## src/core/touch_i2c_regs.svh

```systemverilog
// Constants for the two-wire slave port: address, framing and timing
`ifndef TOUCH_I2C_REGS_SVH
`define TOUCH_I2C_REGS_SVH

`define SLAVE_ADDR      7'h41
`define BITS_PER_BYTE   4'h8
`define ACK_BIT_INDEX   4'h8
`define DIR_READ        1'b1
`define DIR_WRITE       1'b0
`define REG_ADDR_LAST   8'hFF
`define REG_ADDR_FIRST  8'h00
`define CLK_PERIOD_NS   4
// One clock of hold after the seen SCL fall; a longer hold would overrun a short SCL low phase
`define HOLD_TIME_NS    4
`define HOLD_CYCLES     (((`HOLD_TIME_NS) + (`CLK_PERIOD_NS) - 1) / (`CLK_PERIOD_NS))

`endif

```

## src/core/touch_i2c_pkg.sv

```systemverilog
// Types shared by the two-wire slave port modules
package touch_i2c_pkg;

  typedef enum logic [2:0] {
    ST_IDLE    = 3'b000,
    ST_ADDR    = 3'b001,
    ST_ADDRACK = 3'b010,
    ST_RXBYTE  = 3'b011,
    ST_RXACK   = 3'b100,
    ST_TXBYTE  = 3'b101,
    ST_TXACK   = 3'b110,
    ST_IGNORE  = 3'b111
  } slave_state_t;

  typedef struct packed {
    logic [1:0] sclSync;
    logic [1:0] sdaSync;
    logic       sclPrev;
    logic       sdaPrev;
    logic       sclRise;
    logic       sclFall;
    logic       startSeen;
    logic       stopSeen;
    logic       sclLevel;
    logic       sdaLevel;
  } line_state_t;

endpackage

```

## src/core/bus_line_if.sv

```systemverilog
// Conditioned bus line events passed from the line sampler to the slave engine
`timescale 1ns/1ps
`default_nettype none
interface bus_line_if;
  logic sclRise;
  logic sclFall;
  logic startSeen;
  logic stopSeen;
  logic sdaLevel;

  modport producer (output sclRise, output sclFall, output startSeen, output stopSeen, output sdaLevel);
  modport consumer (input sclRise, input sclFall, input startSeen, input stopSeen, input sdaLevel);
endinterface
`default_nettype wire

```

## src/core/bus_line_sampler.sv

```systemverilog
// Two-flop synchronisers and edge, Start and Stop detection for SCL and SDA
`timescale 1ns/1ps
`default_nettype none
module bus_line_sampler
  import touch_i2c_pkg::*;
(
  // Clock and reset
  input  wire logic      clock,
  input  wire logic      rst,
  // Bus pins
  input  wire logic      sclIn,
  input  wire logic      sdaIn,
  // Events
  bus_line_if.producer   lines
);

  line_state_t st_reg;
  line_state_t st_next;

  always_comb begin
    st_next = st_reg;
    st_next.sclSync = {st_reg.sclSync[0], sclIn};
    st_next.sdaSync = {st_reg.sdaSync[0], sdaIn};
    // Only the second flop stage is looked at
    st_next.sclPrev = st_reg.sclSync[1];
    st_next.sdaPrev = st_reg.sdaSync[1];
    st_next.sclLevel = st_reg.sclSync[1];
    st_next.sdaLevel = st_reg.sdaSync[1];
    st_next.sclRise = st_reg.sclSync[1] & ~st_reg.sclPrev;
    st_next.sclFall = ~st_reg.sclSync[1] & st_reg.sclPrev;
    st_next.startSeen = st_reg.sclSync[1] & st_reg.sclPrev & st_reg.sdaPrev & ~st_reg.sdaSync[1];
    st_next.stopSeen = st_reg.sclSync[1] & st_reg.sclPrev & ~st_reg.sdaPrev & st_reg.sdaSync[1];
  end

  always_ff @(posedge clock or posedge rst) begin
    if (rst) begin
      st_reg <= '{sclSync: 2'h3, sdaSync: 2'h3, sclPrev: 1'b1, sdaPrev: 1'b1,
                  sclLevel: 1'b1, sdaLevel: 1'b1, default: 1'b0};
    end else begin
      st_reg <= st_next;
    end
  end

  assign lines.sclRise   = st_reg.sclRise;
  assign lines.sclFall   = st_reg.sclFall;
  assign lines.startSeen = st_reg.startSeen;
  assign lines.stopSeen  = st_reg.stopSeen;
  assign lines.sdaLevel  = st_reg.sdaLevel;

endmodule
`default_nettype wire

```

## src/core/auto_inc_lookup.sv

```systemverilog
// Decides whether a register address lies in an auto-incrementing range
`timescale 1ns/1ps
`default_nettype none
module auto_inc_lookup (
  // Register address
  input  wire logic [7:0] regAddr,
  // Range boundary supplied by the register map
  input  wire logic [7:0] fixedLow,
  input  wire logic [7:0] fixedHigh,
  // Result
  output logic            autoInc
);

  always_comb begin
    autoInc = !((regAddr >= fixedLow) && (regAddr <= fixedHigh));
  end

endmodule
`default_nettype wire

```

## src/core/touch_i2c_slave.sv

```systemverilog
// Two-wire serial slave port giving a bus master byte access to the register map
// What this block does
// - Start, 7-bit address, direction bit; 1 is read, 0 is write.
// - Own address matched: SDA pulled low in the ninth bit.
// - Address mismatch: no acknowledge, rest of transaction ignored.
// - Own 7-bit address is 0x41, bytes 0x82 write, 0x83 read.
// - Works at 100 and 400 kbit/s clock rates.
// - Start is SDA falling while SCL high.
// - Always watch for Start; ignore everything until one is seen.
// - Stop is SDA rising while SCL high; it ends the transaction.
// - After an unacknowledged read byte and Stop, return to idle.
// - Stop during a write ends writing until a new addressed transaction.
// - Transmitter releases SDA after eight bits; receiver acknowledges low.
// - SDA left high in ninth bit means no acknowledge.
// - Incoming SDA bits sampled on rising SCL.
// - Read: address+write, register address, restart, address+read, data, Stop.
// - Reads continue until Stop, address incrementing in auto ranges.
// - Non-incrementing range keeps the read address fixed.
// - Write: address+write, register address, acknowledged data bytes, Stop.
// - Writes continue until Stop, address advancing in auto ranges.
// - Non-incrementing range keeps the write address fixed.
// - Master no-acknowledge after a read byte ends sending; rest ignored until Stop or Start.
// - Incrementing address wraps past the last register to the first.
`timescale 1ns/1ps
`default_nettype none
`include "touch_i2c_regs.svh"
module touch_i2c_slave
  import touch_i2c_pkg::*;
(
  // Clock and reset
  input  wire logic       clock,
  input  wire logic       rst,
  // Bus pins (open drain SDA: enable high pulls low)
  input  wire logic       sclIn,
  input  wire logic       sdaIn,
  output logic            sdaOut,
  output logic            sdaOe,
  // Non-incrementing address range from the register map
  input  wire logic [7:0] fixedLow,
  input  wire logic [7:0] fixedHigh,
  // Register map access
  output logic [7:0]      regAddr,
  output logic [7:0]      wrData,
  output logic            wrStrobe,
  output logic            rdStrobe,
  input  wire logic [7:0] rdData,
  // Status
  output logic            busy
);

  typedef struct packed {
    slave_state_t state;
    logic [3:0]   bitCount;
    logic [7:0]   shift;
    logic         isRead;
    logic         haveAddr;
    logic [7:0]   addr;
    logic [7:0]   wrData;
    logic         wrStrobe;
    logic         rdStrobe;
    logic         sdaOe;
    logic [7:0]   holdCount;
    logic         busy;
  } engine_t;

  engine_t e_reg;
  engine_t e_next;

  bus_line_if lines ();
  logic       autoInc;

  bus_line_sampler u_sampler (
    .clock (clock),
    .rst   (rst),
    .sclIn (sclIn),
    .sdaIn (sdaIn),
    .lines (lines)
  );

  auto_inc_lookup u_lookup (
    .regAddr   (e_reg.addr),
    .fixedLow  (fixedLow),
    .fixedHigh (fixedHigh),
    .autoInc   (autoInc)
  );

  // Next register address; stays put in a fixed range
  function automatic logic [7:0] bumpAddr(input logic [7:0] a, input logic inc);
    logic [7:0] r;
    r = a;
    if (inc) begin
      r = (a == `REG_ADDR_LAST) ? `REG_ADDR_FIRST : a + 8'h01;
    end
    return r;
  endfunction

  always_comb begin
    e_next = e_reg;
    e_next.wrStrobe = 1'b0;
    e_next.rdStrobe = 1'b0;
    if (e_reg.holdCount != 8'h00) begin
      e_next.holdCount = e_reg.holdCount - 8'h01;
    end
    if (lines.startSeen) begin
      e_next.state    = ST_ADDR;
      e_next.bitCount = 4'h0;
      e_next.sdaOe    = 1'b0;
      e_next.busy     = 1'b1;
      // First byte after a write address is always a register address
      e_next.haveAddr = 1'b0;
    end else if (lines.stopSeen) begin
      e_next.state    = ST_IDLE;
      e_next.sdaOe    = 1'b0;
      e_next.haveAddr = 1'b0;
      e_next.busy     = 1'b0;
    end else begin
      unique case (e_reg.state)
        ST_IDLE, ST_IGNORE: begin
          e_next.sdaOe = 1'b0;
        end
        ST_ADDR, ST_RXBYTE: begin
          if (lines.sclRise) begin
            e_next.shift    = {e_reg.shift[6:0], lines.sdaLevel};
            e_next.bitCount = e_reg.bitCount + 4'h1;
          end
          if (lines.sclFall && e_reg.bitCount == `BITS_PER_BYTE) begin
            e_next.bitCount  = 4'h0;
            e_next.holdCount = 8'(`HOLD_CYCLES);
            if (e_reg.state == ST_ADDR) begin
              if (e_reg.shift[7:1] == `SLAVE_ADDR) begin
                e_next.isRead = (e_reg.shift[0] == `DIR_READ);
                e_next.state  = ST_ADDRACK;
              end else begin
                e_next.state = ST_IGNORE;
              end
            end else begin
              if (!e_reg.haveAddr) begin
                e_next.addr     = e_reg.shift;
                e_next.haveAddr = 1'b1;
              end else begin
                e_next.wrData   = e_reg.shift;
                e_next.wrStrobe = 1'b1;
              end
              e_next.state = ST_RXACK;
            end
          end
        end
        ST_ADDRACK, ST_RXACK: begin
          if (e_reg.holdCount == 8'h01) begin
            e_next.sdaOe = 1'b1;
          end
          if (lines.sclFall && e_reg.sdaOe) begin
            e_next.holdCount = 8'(`HOLD_CYCLES);
            e_next.sdaOe     = 1'b0;
            if (e_reg.state == ST_ADDRACK && e_reg.isRead) begin
              e_next.shift    = rdData;
              e_next.rdStrobe = 1'b1;
              e_next.state    = ST_TXBYTE;
            end else begin
              e_next.state = ST_RXBYTE;
            end
          end
          // Fixed range holds
          // Stepped the cycle after the strobe so the store still sees the old address
          if (e_reg.state == ST_RXACK && e_reg.wrStrobe) begin
            e_next.addr = bumpAddr(e_reg.addr, autoInc);
          end
        end
        ST_TXBYTE: begin
          if (e_reg.holdCount == 8'h01) begin
            e_next.sdaOe = ~e_reg.shift[7];
          end
          if (lines.sclFall) begin
            e_next.holdCount = 8'(`HOLD_CYCLES);
            e_next.bitCount  = e_reg.bitCount + 4'h1;
            e_next.shift     = {e_reg.shift[6:0], 1'b0};
            if (e_reg.bitCount == `BITS_PER_BYTE - 4'h1) begin
              e_next.sdaOe     = 1'b0;
              e_next.holdCount = 8'h00;
              e_next.bitCount  = 4'h0;
              e_next.state     = ST_TXACK;
              e_next.addr = bumpAddr(e_reg.addr, autoInc);
            end
          end
        end
        ST_TXACK: begin
          e_next.sdaOe = 1'b0;
          if (lines.sclRise) begin
            if (lines.sdaLevel) begin
              e_next.state = ST_IGNORE;
            end else begin
              e_next.bitCount = 4'h1;
            end
          end
          // Next byte after acknowledge
          // Loaded when the acknowledge bit ends, once the master has let go of SDA
          if (lines.sclFall && e_reg.bitCount == 4'h1) begin
            e_next.shift     = rdData;
            e_next.rdStrobe  = 1'b1;
            e_next.holdCount = 8'(`HOLD_CYCLES);
            e_next.bitCount  = 4'h0;
            e_next.state     = ST_TXBYTE;
          end
        end
      endcase
    end
  end

  always_ff @(posedge clock or posedge rst) begin
    if (rst) begin
      e_reg <= '{state: ST_IDLE, default: '0};
    end else begin
      e_reg <= e_next;
    end
  end

  // Timing margin
  // The 4 ns clock oversamples a 400 kHz SCL about 600 times per period
  assign sdaOut   = 1'b0;
  assign sdaOe    = e_reg.sdaOe;
  assign regAddr  = e_reg.addr;
  assign wrData   = e_reg.wrData;
  assign wrStrobe = e_reg.wrStrobe;
  assign rdStrobe = e_reg.rdStrobe;
  assign busy     = e_reg.busy;

endmodule
`default_nettype wire

```

## config.mk

```make
export PLATFORM = sky130hd
export DESIGN_NAME = touch_i2c_slave
export DESIGN_NICKNAME = d
export VERILOG_FILES = /design/src/core/touch_i2c_pkg.sv /design/src/core/bus_line_if.sv /design/src/core/bus_line_sampler.sv /design/src/core/auto_inc_lookup.sv /design/src/core/touch_i2c_slave.sv
export VERILOG_INCLUDE_DIRS = /design/src /design/src/core
export SDC_FILE = /design/constraint.sdc
export NUM_CORES = 1
export LEC_CHECK = 0
export BUFFER_PORTS_ARGS = -buffer_cell sky130_fd_sc_hd__buf_2
export CAP_MARGIN = 10
export CORE_MARGIN = 4
export CORE_UTILIZATION = 58
export DETAILED_ROUTE_END_ITERATION = 7
export GPL_TIMING_DRIVEN = 0
export PLACE_DENSITY = 0.83
export SYNTH_ARGS = -nofsm -noshare
export SYNTH_HDL_FRONTEND = slang
export SYNTH_SLANG_ARGS = --single-unit
```

## constraint.sdc

```tcl
create_clock -name clock -period 2.85 [get_ports clock]
set_clock_uncertainty 0.05 [all_clocks]
set_input_delay 0.1425 -clock clock [delete_from_list [all_inputs] [get_ports clock]]
set_output_delay 0.1425 -clock clock [all_outputs]
set_load 0.02 [all_outputs]
```

==> Word-level counts from Yosys, hierarchy flattened <==
Index checks and enable logic that the tools add are counted.
{ "totals": {"reg_bits": 55, "out_inout_bits": 21, "wordCells": 160} }
{ "classes": {"n_addsub": 3, "magnitude_cmp": 2, "eq_ne": 36, "mux": 57, "bitwise_logic": 15, "n_reduce_logical": 27} }
{ "ops": {"columns": ["op", "n"], "rows": [
  ["$mux 8", 13],
  ["$pmux 8 s4", 2],
  ["$mux 15", 2],
  ["$mux 7", 4],
  ["$mux 9", 3],
  ["$pmux 8 s3", 1],
  ["$ne 4x2->1 const B", 5],
  ["$mux 19", 1],
  ["$mux 18", 1],
  ["$mux 3", 6],
  ["$reduce_and 6->1", 3],
  ["$ne 2x2->1 const B", 8],
  ["$mux 1", 13],
  ["$mux 13", 1],
  ["$eq 3x3->1 const B", 4],
  ["$mux 12", 1],
  ["$pmux 3 s4", 1],
  ["$pmux 4 s3", 1],
  ["$mux 10", 1],
  ["$ne 5x2->1 const B", 2],
  ["$reduce_and 9->1", 1],
  ["$reduce_bool 3->1", 3],
  ["$add 8x1->8 const B", 1],
  ["$eq 8x1->1 const B", 1],
  ["other kinds (35)", 61]
]} }

==> Longest topological paths before layout <==
Gate-level depths: netlist of run 1.
{ "depth": {"ltp_word": 7, "depth_mapped": 10} }

==> By module <==
A second synthesis of run 1 with hierarchy kept.
{ "unflattened": {"cells_unflattened": 382, "hier_area_um2": 3572.2} }
{ "by_module_without_submodules": {"columns": ["module", "n_inst", "cells_each", "area_per_inst_um2", "seq_area_each_um2"], "rows": [
  ["touch_i2c_slave", 1, 310, 2880.3, 1126.1],
  ["auto_inc_lookup", 1, 57, 397.9, 0.0],
  ["bus_line_sampler", 1, 15, 294.0, 257.7]
]} }

==> Worst setup path before layout of run 1 <==
No wires, ideal clock.
{ "synth_path": {"path_kind": "reg2reg", "start": "reg e_reg, in the netlist regAddr[3]", "end": "reg e_reg, in the netlist regAddr[7]", "setup_ns": 0.125, "t_arrival_ns": 1.919, "required_ns": 2.675, "setup_slack_ns": 0.756, "path_stages_with_launch": 6, "n_path_buf": 0, "synth_period_minus_slack_ns": 2.094, "path_cell_list": "dfrtp_1 ha_1 nand4_1 o21a_1 o41ai_2 mux2_2"} }
{ "synth_via": {"elab_chain_cells": 6, "word_cells_on_any_way": 11} }
{ "synth_rtl": {"columns": ["element", "line_no", "text"], "rows": [
  ["start, declared", "touch_i2c_slave.sv:66", "engine_t e_reg;"],
  ["start signal, assigned", "touch_i2c_slave.sv:213", "e_reg <= e_next;"],
  ["$add 8x1->8, or another cell as far along", "touch_i2c_slave.sv:92", "r = (a == `REG_ADDR_LAST) ? `REG_ADDR_FIRST : a + 8'h01;"],
  ["$mux 8 or $logic_and 1x1->1 (tied branches)", "touch_i2c_slave.sv:92, auto_inc_lookup.sv:15", null],
  ["$mux 8 (*)", "touch_i2c_slave.sv:91", "if (inc) begin"],
  ["$mux 8", "touch_i2c_slave.sv:177", "if (e_reg.bitCount == `BITS_PER_BYTE - 4'h1) begin"],
  ["$mux 8", "touch_i2c_slave.sv:173", "if (lines.sclFall) begin"],
  ["$pmux 8 s3 (*)", "touch_i2c_slave.sv:117", "unique case (e_reg.state)"]
]} }
Mark *: on every way between the ends. The rest lies on a longest branch, timed or not. The select of a mux whose other input is x is not followed.
A chain may end at the register's enable or synchronous reset.

==> Worst setup path in the final report of run 1 <==
{ "layout_path": {"start": "reg e_reg[38] (netlist bit)", "end": "reg e_reg, in the netlist regAddr[2]"} }
{ "layout_via": {"elab_chain_cells": 4, "word_cells_on_any_way": 6} }
{ "layout_rtl": {"columns": ["element"], "rows": [
  ["$eq 4x4->1 (no line)"],
  ["$logic_and 1x1->1 (no line)"],
  ["$ne 2x2->1 (no line)"],
  ["$reduce_and 9->1 (no line) (*)"]
]} }
Mark *: on every way between the ends. The rest lies on a longest branch, timed or not.

==> results.md, run 1 <==
Placement:
- The half-perimeter wire length after placement is 6200 um.
- The port buffer count is 47.
- After detailed placement, the total cell area comes to 3980 sq um.
- The last weighted congestion value of the routability-driven placer is 0.934.
- Timing analysis after detailed placement gives a worst setup slack of 0.522 ns.

Synth:
- The cell count after synthesis is 395.
- The fraction of the mapped netlist area in compound gates is 0.184.
- The Yosys step of the flow raised 0 warnings.
- After synthesis the cells add up to 3630 sq um.
- Of the total synthesized cell area, the portion taken by AND, OR, NAND and NOR gates is 0.194.
- The number of flops mapped to enable cells by yosys is 0.
- Measured against the total synthesized area, the mux share comes to 0.0614.
- Of all flip-flops after synthesis, the portion carrying an async set or reset was 1.00.
- The flip-flop cell with the highest count after synthesis is dfrtp_1.
- The post-synthesis sequential element count is 55.
- A synthesized cell averages 9.18 sq um.
- The largest total area in the synthesized netlist belongs to dfrtp_1.
- The number of unique standard cell types used by synthesis is 66.
- Of the total synthesized cell area, the portion taken by full adders, half adders and majority gates is 0.0794.
- After synthesis, the cell types taking the most area are dfrtp_1, ha_1, mux2_2.
- The synthesized-area fraction occupied by xor and xnor cells is 0.0169.
- The share of synthesized area in the top cell type comes to 0.338.
- The number of nets produced by synthesis is 446.
- The proportion of synthesized chip area in sequential cells is 0.382.
- By area, the combinational part of the netlist is dominated by simple AND/OR/NAND/NOR gates.

Pwr:
- In this run the power density over the cells is 541 nW/um^2.
- The analysis attributes to net switching a power of 797 uW.
- The total power after layout is 2220 uW.
- The internal power component is 1420 uW.
- The highest ir drop seen on vdd is 0.000447 V.
- The share of total power dissipated in sequential elements is 0.505.
- The power share of the combinational group is 0.277.
- Of the total power, the share spent switching nets is 0.359.
- Of the total power, the clock network draws 0.218.
- The leakage dissipation is 0.00199 uW.

Route:
- The via count is 3144.
- The final antenna-violating net count is 0.
- In the routed layout, each cell is associated on average with a via count of 5.94.
- The pre-antenna-repair detailed-routing pass consisted of 7 iterations.
- After the first detailed-routing iteration, the DRC count stood at 314.
- The detailed-route wire length is 8300 um.
- After detailed routing, the average wire length per cell comes to 15.7 um.
- In the routed design, unresolved DRC markers number 0.

Finish:
- The final instance area is 4110 sq um.
- The number of flip-flops in the largest register is 25.
- The final layout net count is 504.
- Counting the fill cells in the layout gives 487.
- The number of antenna diodes in the final layout is 0.
- The fraction of final layout cells with drive strength greater than 1 is 0.264.
- Relative to the synthesized area, the layout overhead comes to 13.2%.

STA:
- The final-report setup violation count is 0.
- The period utilization is 0.838.
- Setup repair after global routing left no endpoint under its margin.
- The pin slew with the least headroom to its limit is 0.639 ns.
- The worst pin sits at a relative slew slack of 0.569.
- The sum of negative setup slack is 0 ns.
- The time the final worst path needs with I/O delays and setup is 2.39 ns.
- The maximum clock frequency is 419 MHz.
- The hold violation count in the final report came to 0.
- Across all hold checks on the routed design, the worst slack comes to 0.157 ns.
- The worst path meets setup with 0.462 ns of slack.
- The final count of pins violating max slew is 0.

Worst setup path:
- The signal on the critical path passes through inv_1 -> ha_1 -> and4b_1 -> buf_4 -> nand3_2 -> a2111oi_2 -> o41ai_2 -> buf_6 -> o21ai_0 -> o21ai_1.
- The worst setup path is launched from a flip-flop.
- At the worst endpoint, the required time is 3.01 ns.
- The critical path is of the reg -> reg type.
- The worst-path maximum fanout is 10.
- The cell family contributing the most delay on the critical path is compound AO/OA/AOI/OAI gates.
- Data arrives at the worst endpoint at 2.55 ns.
- STA classifies the critical path endpoint as a flip-flop.
- The cell at the slowest stage of the critical path is dfrtp_1.
- The critical path contains buffers and inverters numbering 3 combined.
- The largest single stage delay on the critical path is 0.42 ns.

Floorplanning:
- The height of the chip is 87.1 um.
- The floorplan step defined a die boundary enclosing 7580 sq um.
- The effective utilization at floorplan is 0.605.
- The placement row count is 28.
- The die extent in x is 87.1 um.
- The total I/O pin count is 49.
- After floorplanning, the core was sized to cover 5990 sq um.

Global route:
- The number of antenna violations at the first check in global routing is 0.
- The total track usage is 0.233.
- The number of global-route vias before repair came to 3008.
- After global routing the overflow that remains totals 0.
- The pin count of the biggest net entering global routing is 37.
- The first-pass GRT wire length is 13900 um.

Job:
- The number of maximum-capacitance constraint violations is 0.

Clock tree:
- The root buffer cell chosen for the clock tree is clkbuf_8.
- Once the clock tree was built, the resizer swapped 0 gates to a different size.
- The post-CTS clock slew at the launch and capture registers of the worst setup and hold paths is 0.10 ns.
- The number of H-tree levels is 2.
- The CTS sink count is 55.
- The CTS buffer count is 5.
- For the worst-skew pair, the clock arrives at the later sink with an insertion delay of 0.32 ns.
- No sink is reached through more buffers than the 2 on the longest clock path.
- The TritonCTS clock tree is done.

Status:
- The flow ran to the end, and the final reports show no timing, DRC or antenna violations.

Min path:
- The worst min-delay path category is in -> reg.
==> power by group through the flow <==
stage | clock network (uW) | logic, uW | registers, uW
after floorplan | 0 | 473 | 1080
after global placement | 0 | 574 | 1130
after detailed placement | 0 | 613 | 1130
after CTS | 490 | 616 | 1120
after global routing | 522 | 700 | 1140
final | 484 | 614 | 1120
==> cell usage after synthesis, types with 6 or more instances <==
library cell	count
dfrtp_1	49
nand2_1	38
nor2_1	33
o21ai_0	32
a21oi_1	26
inv_1	25
ha_1	23
buf_4	19
mux2_2	18
nor3_1	13
nor2b_1	8
dfstp_2	6
==> stage by stage <==
step           instances   util
5_1_grt              529  0.685
4_1_cts              529  0.685
3_3_place_gp         517  0.660
6_report             529  0.685
2_1_floorplan        395      -
3_5_place_dp         518  0.664
==> cells in the final DEF, fill, tap and decap left out, types with 3 or more instances in the layout <==
| master | n |
|---|---|
| inv_1 | 24 |
| xnor2_1 | 4 |
| dfrtp_1 | 49 |
| o21ai_0 | 32 |
| or4_1 | 3 |
| and2_1 | 3 |
| nor3_1 | 13 |
| buf_1 | 3 |
| xor2_1 | 3 |
| dfstp_2 | 6 |
| a21oi_1 | 26 |
| o211ai_1 | 4 |
| nand2_1 | 38 |
| nor3b_1 | 3 |
| nand2b_1 | 4 |
| clkbuf_8 | 6 |
| buf_2 | 50 |
| a21o_1 | 3 |
| dlygate4sd3_1 | 3 |
| nor2_1 | 33 |
| buf_4 | 19 |
| nand3_1 | 5 |
| a211oi_1 | 3 |
| o21a_1 | 4 |
| a22oi_1 | 3 |
| o31ai_1 | 4 |
| nor2b_1 | 8 |
| mux2_2 | 18 |
| ha_1 | 23 |
| a221oi_1 | 3 |
==> final timing paths <==
check	endpoint	cells past startpoint	start	slack, ns
min in group asynchronous	e_reg[41]	3	rst	0.30
worst min register to register	u_sampler.st_next[1]	0	u_sampler.st_next[11]	0.31
worst min-delay path	e_reg[30]	3	rdData[0]	0.16
max in group asynchronous	sdaOe	4	rst	1.92
worst max register to register	regAddr[2]	10	e_reg[38]	0.46
worst max-delay path	regAddr[2]	10	e_reg[38]	0.46
==> layer usage <==
metal / track usage / part of all wire / wire length [um] / vias to the layer above
met2: 0.378 / 0.48 / 4020 / 135
met5: 0 / 0 / 0 / -
met4: 0.0807 / 0.020 / 165 / 0
met3: 0.0397 / 0.072 / 601 / 18
li1: - / - / - / 1509
met1: 0.314 / 0.42 / 3520 / 1482
==> logic make-up (layout without fill, tap and decap cells) <==
logic type	Yosys count	count (layout)
AOI/OAI and AO/OA	101	101
xor gates and xnor gates	7	7
adders and majority gates	23	23
buffers and inverters	55	114
DFF	55	55
muxes	20	20
other	1	1
and+or+nand+nor	133	133
==> area by class of cell <==
type                            instances  area, sq um  area share
Inverter                               26         97.6      0.0238
Buffer                                 29          199      0.0485
Multi-Input combinational cell        285         1950       0.474
Timing Repair Buffer                   51          285      0.0695
Tap cell                               75         93.8      0.0229
Clock buffer                            6         82.6      0.0201
Sequential cell                        55         1380       0.337
Clock inverter                          2         17.5     0.00427
==> tightest hold or removal path, delay by kind of cell <==
kind | cells | cell delay (ns)
compound gates | 1 | 0.14
mux | 1 | 0.13
buf+inv | 1 | 0.08
==> repair_timing <==
action | CTS | global route
hold buffers | 3 | 0
setup buffers | 0 | 0
endpoints found under the hold margin | 15 | 0
Note: power is estimated with default switching activity, not from simulation.
==> inputs of run 2 (changes only) <==
==> constraint.sdc (replaced) <==
create_clock -name clock -period 2.2 [get_ports clock]
set_clock_uncertainty 0.05 [all_clocks]
set_input_delay 0.11 -clock clock [delete_from_list [all_inputs] [get_ports clock]]
set_output_delay 0.11 -clock clock [all_outputs]
set_load 0.02 [all_outputs]
==> results.md, run 2 (synthesized netlist as in run 1, its figures left out) <==
Finish:
- The number of standard cells in the layout, taps in and fillers out is 552.
- The area growth from synthesis to layout is 24.2%.
- In the layout the commonest cells are buf_2, dfrtp_1, buf_4.
- Of the cells placed in the final design, the portion with a size suffix greater than 1 is 0.371.
- At the end of the flow the core is filled with cells to 0.751.
- The final layout net count is 527.
- The number of flip-flops in the largest register is 25.
- The diode insertion count for antenna repair is 0.
- The filler cell count is 412.
- The library cell used most frequently in the layout, excluding fill and tap cells, is buf_2.

Floorplanning:
- The die extent in x is 87.1 um.
- The area of the core is 5990 sq um.
- The floorplan die area is 7580 sq um.
- The initial utilization of the core area, before any placement, comes to 0.605.
- The height of the chip is 87.1 um.
- The placement row count is 28.
- The total I/O pin count is 49.

Clock tree:
- The number of H-tree levels is 2.
- The longest clock path from root to sink contains 2 buffers.
- TritonCTS built the clock tree.
- Counting the buffers created by CTS gives 5.
- Counting every sink on the clock net gives 55.
- The clock latency on the worst-skew pair is 0.32 ns.
- After clock tree synthesis, the clock-pin slew on the worst setup and hold paths is 0.10 ns.
- The root cell of the clock tree is clkbuf_8.

Global route:
- The total global routing overflow is 0.
- The most congested layer reported by global routing is met2.
- The first-pass GRT wire length is 14600 um.
- For met2 alone, demand over resource in global routing was 0.412.
- The number of global-route vias before repair is 3123.
- For this run, global-route usage on met1 was measured as 0.317.
- Across every metal layer, demand over resource in global routing totals 0.244.
- In the global route stage, met3 resource usage came out at 0.0407.
- The number of antenna violations at the first check in global routing is 0.
- Entering global routing, the biggest net connects 37 pins.

Pwr:
- Summed over all cells, the static leakage comes to 0.00213 uW.
- The share of total power dissipated in sequential elements is 0.478.
- The share of total power dissipated in combinational logic is 0.315.
- The power density relative to cell area is 681 nW/um^2.
- The clock network fraction of design power is 0.207.
- The net switching power is 1120 uW.
- The internal portion of the total power is 1940 uW.
- VDD sags by at most 0.000606 V.
- Of the total power, the share spent switching nets is 0.367.

Placement:
- The number of placed instances, taps included, is 518.
- Once detailed placement completed, the half-perimeter wirelength came to 6200 um.
- The port buffer count is 47.
- The last weighted congestion value of the routability-driven placer is 0.934.

STA:
- Once routing completed, OpenROAD measured the worst setup slack at -0.0875 ns.
- The worst hold slack is 0.125 ns.
- The hold violation count in the final report was 0.
- The time the final worst path needs with I/O delays and setup is 2.29 ns.
- Dividing the final minimum period by the clock period gives 1.04.
- Timing would allow up to 437 MHz.
- Setup violations remaining at the end of the flow were counted as 9.
- The final count of pins violating max slew was 0.
- Setup repair after global routing could not meet its margin everywhere.
- The pin slew with the least headroom to its limit is 0.584 ns.
- Measured against its own limit, the worst slew margin works out to 0.609.

Route:
- Summed over all layers, the routed wires come to 9600 um.
- The via count is 3350.
- The post-detailed-route via-to-cell ratio is 6.07.
- Once detail routing completed, the nets flagged for antenna violations numbered 0.
- The post-detailed-route DRC marker count is 0.
- The number of DRC markers in iteration 0 is 421.
- The count of TritonRoute iterations in the first routing pass is 5.
- Dividing the detail-routed wire length by the instance count gives 17.4 um.

Worst setup path:
- The length in cells of the worst reg-to-reg path is 10.
- The worst setup path is captured at a flip-flop.
- The category of the worst setup path launch point is a flip-flop.
- The worst-path maximum fanout is 7.
- The data arrival time of the critical path is 2.44 ns.
- The worst setup path is of the reg -> reg kind.
- The required time of the worst setup path is 2.36 ns.

Job:
- The number of maximum-capacitance constraint violations is 0.

Min path:
- The worst min-delay path category is in -> reg.
- The hold path depth is 3.

Status:
- The run finished, with violations left.
- The final reports fail on setup timing.
## run 2: changes by cell type in the layout (fill, tap and decap cells not counted), sizes merged
cell	change
buf	+21
clkbuf	+2
## run 2: final cells by class
| type | instances | area [sq um] | share of cell area |
|---|---|---|---|
| inverters | 26 | 97.6 | 0.0217 |
| multi-input cells | 285 | 2140 | 0.476 |
| clock inverters | 2 | 17.5 | 0.00389 |
| well taps | 75 | 93.8 | 0.0208 |
| plain buffers | 29 | 210 | 0.0467 |
| flip-flops and latches | 55 | 1390 | 0.309 |
| clock buffers | 6 | 82.6 | 0.0183 |
| repair buffers | 74 | 468 | 0.104 |
## run 2: final timing paths
kind | slack (ns) | endpoint | startpoint
worst max-delay path | -0.09 | regAddr[0] | e_reg[39]
worst min-delay path | 0.13 | e_reg[30] | rdData[0]
worst max register to register | -0.09 | regAddr[0] | e_reg[39]
min in group asynchronous | 0.27 | e_reg[41] | rst
worst min register to register | 0.31 | u_sampler.st_next[1] | u_sampler.st_next[11]
max in group asynchronous | 1.27 | regAddr[7] | rst
## run 2: what timing repair did
item | in CTS | in global routing
resized for setup | 15 | 42
buffers inserted | 9 | 14
hold endpoints to repair | 15 | 0
setup endpoints to repair | 22 | 28
hold buffers | 3 | 0
pin swaps | 4 | 9
gates cloned | 1 | 0
## run 2: critical path, cell delays in order (launching register included)
cell and delay, ns:
dfrtp_1 0.42, inv_2 0.11, ha_4 0.12, and4b_1 0.24
buf_6 0.14, nand3_4 0.09, a2111oi_4 0.41, o41ai_4 0.21
buf_6 0.18, a211oi_2 0.14, a21oi_1 0.06
## run 2: power by group through the flow
| stage | combinational, uW | sequential [uW] | clock, uW |
|---|---|---|---|
| after floorplan | 612 | 1400 | 0 |
| after global placement | 744 | 1460 | 0 |
| after detailed placement | 795 | 1470 | 0 |
| after CTS | 876 | 1450 | 635 |
| after global routing | 1070 | 1490 | 681 |
| final | 964 | 1470 | 634 |
## run 2: stage by stage
stage          area [sq um]  TNS [ns]  total power (uW)  setup WS (ns)
6_report               4500    -0.307              3060        -0.0875
4_1_cts                4230   -0.0509              2960        -0.0316
3_3_place_gp           3960     -1.34              2210         -0.148
3_5_place_dp           3980     -1.57              2260         -0.128
2_1_floorplan          3630         0              2010          0.106
5_1_grt                4500     -1.13              3240         -0.153
## run 2: per-layer routing
layer	wire length, um	part of all wire	vias to the layer above
li1	-	-	1558
met1	3880	0.40	1590
met2	4730	0.49	163
met3	690	0.072	39
met4	300	0.031	0
met5	0	0	-
==> inputs of run 3 (changes only) <==
--- a/config.mk
+++ b/config.mk
@@ -9,10 +9,11 @@
 export BUFFER_PORTS_ARGS = -buffer_cell sky130_fd_sc_hd__buf_2
 export CAP_MARGIN = 10
 export CORE_MARGIN = 4
-export CORE_UTILIZATION = 58
+export CORE_UTILIZATION = 63
 export DETAILED_ROUTE_END_ITERATION = 7
 export GPL_TIMING_DRIVEN = 0
-export PLACE_DENSITY = 0.83
+export MAX_ROUTING_LAYER = met4
+export PLACE_DENSITY = 0.89
 export SYNTH_ARGS = -nofsm -noshare
 export SYNTH_HDL_FRONTEND = slang
 export SYNTH_SLANG_ARGS = --single-unit
==> constraint.sdc (replaced) <==
create_clock -name clock -period 2.7 [get_ports clock]
set_clock_uncertainty 0.05 [all_clocks]
set_input_delay 0.135 -clock clock [delete_from_list [all_inputs] [get_ports clock]]
set_output_delay 0.135 -clock clock [all_outputs]
set_load 0.02 [all_outputs]
==> results.md, run 3 (synthesized netlist as in run 1, its figures left out) <==
Placement:
- The port buffer count is 47.
- The congestion estimate from routability-driven global placement came to 1.01.
- The half-perimeter wire length after placement is 6080 um.
- Counting tap cells, the placed design contains a total of 515 instances.
- OpenSTA, run right after detailed placement, puts the worst setup slack at 0.364 ns.

Route:
- In this run, the number of DRC markers left after iteration 0 of detailed routing was 279.
- For this run, the detailed router's first-pass iteration total came to 6.
- The routed wirelength normalized by instance count is 15.8 um.
- Once detail routing completed, the nets flagged for antenna violations numbered 0.
- The detailed router placed 3136 vias in this run.
- For this run, design rule violations remaining after detail routing come to 0.
- Dividing the detail-routed via count by the number of cells gives 5.96.
- The routed design has 8300 um of wire.

Clock tree:
- The number of H-tree levels is 2.
- The clock latency on the worst-skew pair is 0.31 ns.
- The root cell of the clock tree is clkbuf_8.
- In this run the deepest clock path goes through 2 buffers.
- The post-CTS clock slew at the launch and capture registers of the worst setup and hold paths is 0.10 ns.
- The post-CTS resize count is 0.
- For this design, the sink count on the clock tree is 55.
- The CTS buffer count is 5.
- TritonCTS built the clock tree.

Global route:
- For this run the aggregate overflow at the end of global routing stands at 0.
- The first-pass GRT wire length is 14300 um.
- The number of global-route vias before repair was 3011.
- The number of antenna violations at the first check in global routing was 0.
- The total track usage is 0.248.
- The pin count of the biggest net entering global routing is 30.

Worst setup path:
- At the worst endpoint, the required time is 2.85 ns.
- The startpoint of the worst-slack reg-to-reg timing path is e_reg[38].
- In this run the worst path has a maximum fanout of 10.
- In this run the critical register-to-register path is captured at regAddr[2].
- Data on the critical path arrives at its endpoint at 2.53 ns.
- The worst setup path is launched from a flip-flop.
- The worst-case register-to-register setup slack is 0.33 ns.
- The length in cells of the worst reg-to-reg path is 10.
- STA classifies the critical path endpoint as a flip-flop.
- The critical path is of the reg -> reg type.

Min path:
- The worst hold path begins at rdData[2].
- The hold path depth is 4.
- The path with the worst hold slack has its endpoint at e_reg[32].
- The worst min-delay path category is in -> reg.

Finish:
- In the layout the commonest cells are buf_2, dfrtp_1, nand2_1.
- The fraction of final layout cells with drive strength greater than 1 is 0.262.
- The filler cell count is 405.
- The register with the most flip-flops in the layout has 25 of them.
- The number of antenna diodes in the final layout is 0.
- The final layout net count is 504.
- The library cell used most frequently in the layout, excluding fill and tap cells, is buf_2.
- After the flow finishes, the layout carries non-filler instances totaling 526.
- The synthesis-to-layout area growth is 14.0%.

Pwr:
- The internal power component is 1660 uW.
- The share of total power dissipated in combinational logic is 0.263.
- Across the VDD grid, the largest voltage drop is 0.000454 V.
- The power density relative to cell area is 598 nW/um^2.
- The fraction of power spent switching nets is 0.328.
- The leakage dissipation is 0.00201 uW.
- The sequential group share of total power is 0.479.
- Of the total power, the clock network draws 0.259.
- Summed over all nets, the switching power comes to 812 uW.

STA:
- Setup repair after global routing left no endpoint under its margin.
- The worst path in the final design needs a cycle of 2.37 ns, including I/O delays and setup.
- The setup slack after layout is 0.327 ns.
- For this run, the top clock speed supported by timing is 421 MHz.
- The final count of pins violating max slew is 0.
- Summed over all failing endpoints, the final setup total negative slack is 0 ns.
- The final-report setup violation count is 0.
- The hold violation count in the final report is 0.
- Headroom to the max-slew limit came out at 0.570.
- Of the available clock period, the critical path in the final layout requires 0.879.
- The pin slew with the least headroom to its limit is 0.639 ns.

Floorplanning:
- The total I/O pin count is 49.
- The placement row count is 27.
- The die is 83.9 um tall.
- For this configuration, the core starts out at a cell density of 0.654.
- The floorplan die area is 7030 sq um.
- The region available for standard cell placement spans 5540 sq um.
- The die is 83.9 um wide.

Job:
- The number of maximum-capacitance constraint violations is 0.

Status:
- The flow ran to the end, and the final reports show no timing, DRC or antenna violations.
-- run 3: timing repair --
item	CTS	global route
hold endpoints to repair	22	0
setup endpoints to repair	0	0
setup buffers	0	0
hold buffers	3	0
-- run 3: power by group through the flow --
stage | clock (uW) | combinational [uW] | sequential [uW]
after floorplan | 0 | 499 | 1140
after global placement | 0 | 603 | 1190
after detailed placement | 0 | 638 | 1190
after CTS | 643 | 649 | 1180
after global routing | 675 | 739 | 1210
final | 640 | 649 | 1180
-- run 3: worst max-delay path: stages (launching register included) --
cell and delay (ns):
dfrtp_1 0.42, inv_1 0.10, ha_1 0.14, and4b_1 0.21, buf_4 0.18, nand3_2 0.11, a2111oi_2 0.40, o41ai_2 0.23
buf_6 0.19, o21ai_0 0.15, o21ai_1 0.08
-- run 3: cell type report --
cell class / instances / area (sq um) / share of cell area
buffer: 29 / 199 / 0.0481
multi-input combinational: 285 / 1950 / 0.471
timing repair buffer: 51 / 285 / 0.0690
inverter: 26 / 97.6 / 0.0236
sequential: 55 / 1380 / 0.335
tap: 72 / 90.1 / 0.0218
clock inverter: 2 / 60.1 / 0.0145
clock buffer: 6 / 72.6 / 0.0176
-- run 3: how the worst max path moves through the flow --
stage,startpoint,to,cells past startpoint
3_5_place_dp,e_reg[38],regAddr[2],10
5_1_grt,e_reg[38],regAddr[2],10
6_report,e_reg[38],regAddr[2],10
4_1_cts,regAddr[3],regAddr[7],5
2_1_floorplan,regAddr[3],regAddr[7],5
3_3_place_gp,e_reg[38],regAddr[2],10
-- run 3: through the flow --
stage / hold slack [ns] / util / total power, uW / area (sq um)
after floorplan: 0.0895 / - / 1640 / 3630
after global placement: 0.191 / 0.713 / 1790 / 3950
after detailed placement: 0.170 / 0.717 / 1830 / 3970
after CTS: 0.181 / 0.746 / 2470 / 4130
after global routing: 0.205 / 0.746 / 2620 / 4130
final: 0.180 / 0.746 / 2470 / 4130
-- run 3: routing by layer --
| layer | up-vias | share of wire | GRT usage |
|---|---|---|---|
| met3 | 14 | 0.062 | 0.0385 |
| li1 | 1502 | - | - |
| met4 | 0 | 0.017 | 0.0658 |
| met5 | - | 0 | - |
| met1 | 1491 | 0.44 | 0.324 |
| met2 | 129 | 0.48 | 0.406 |
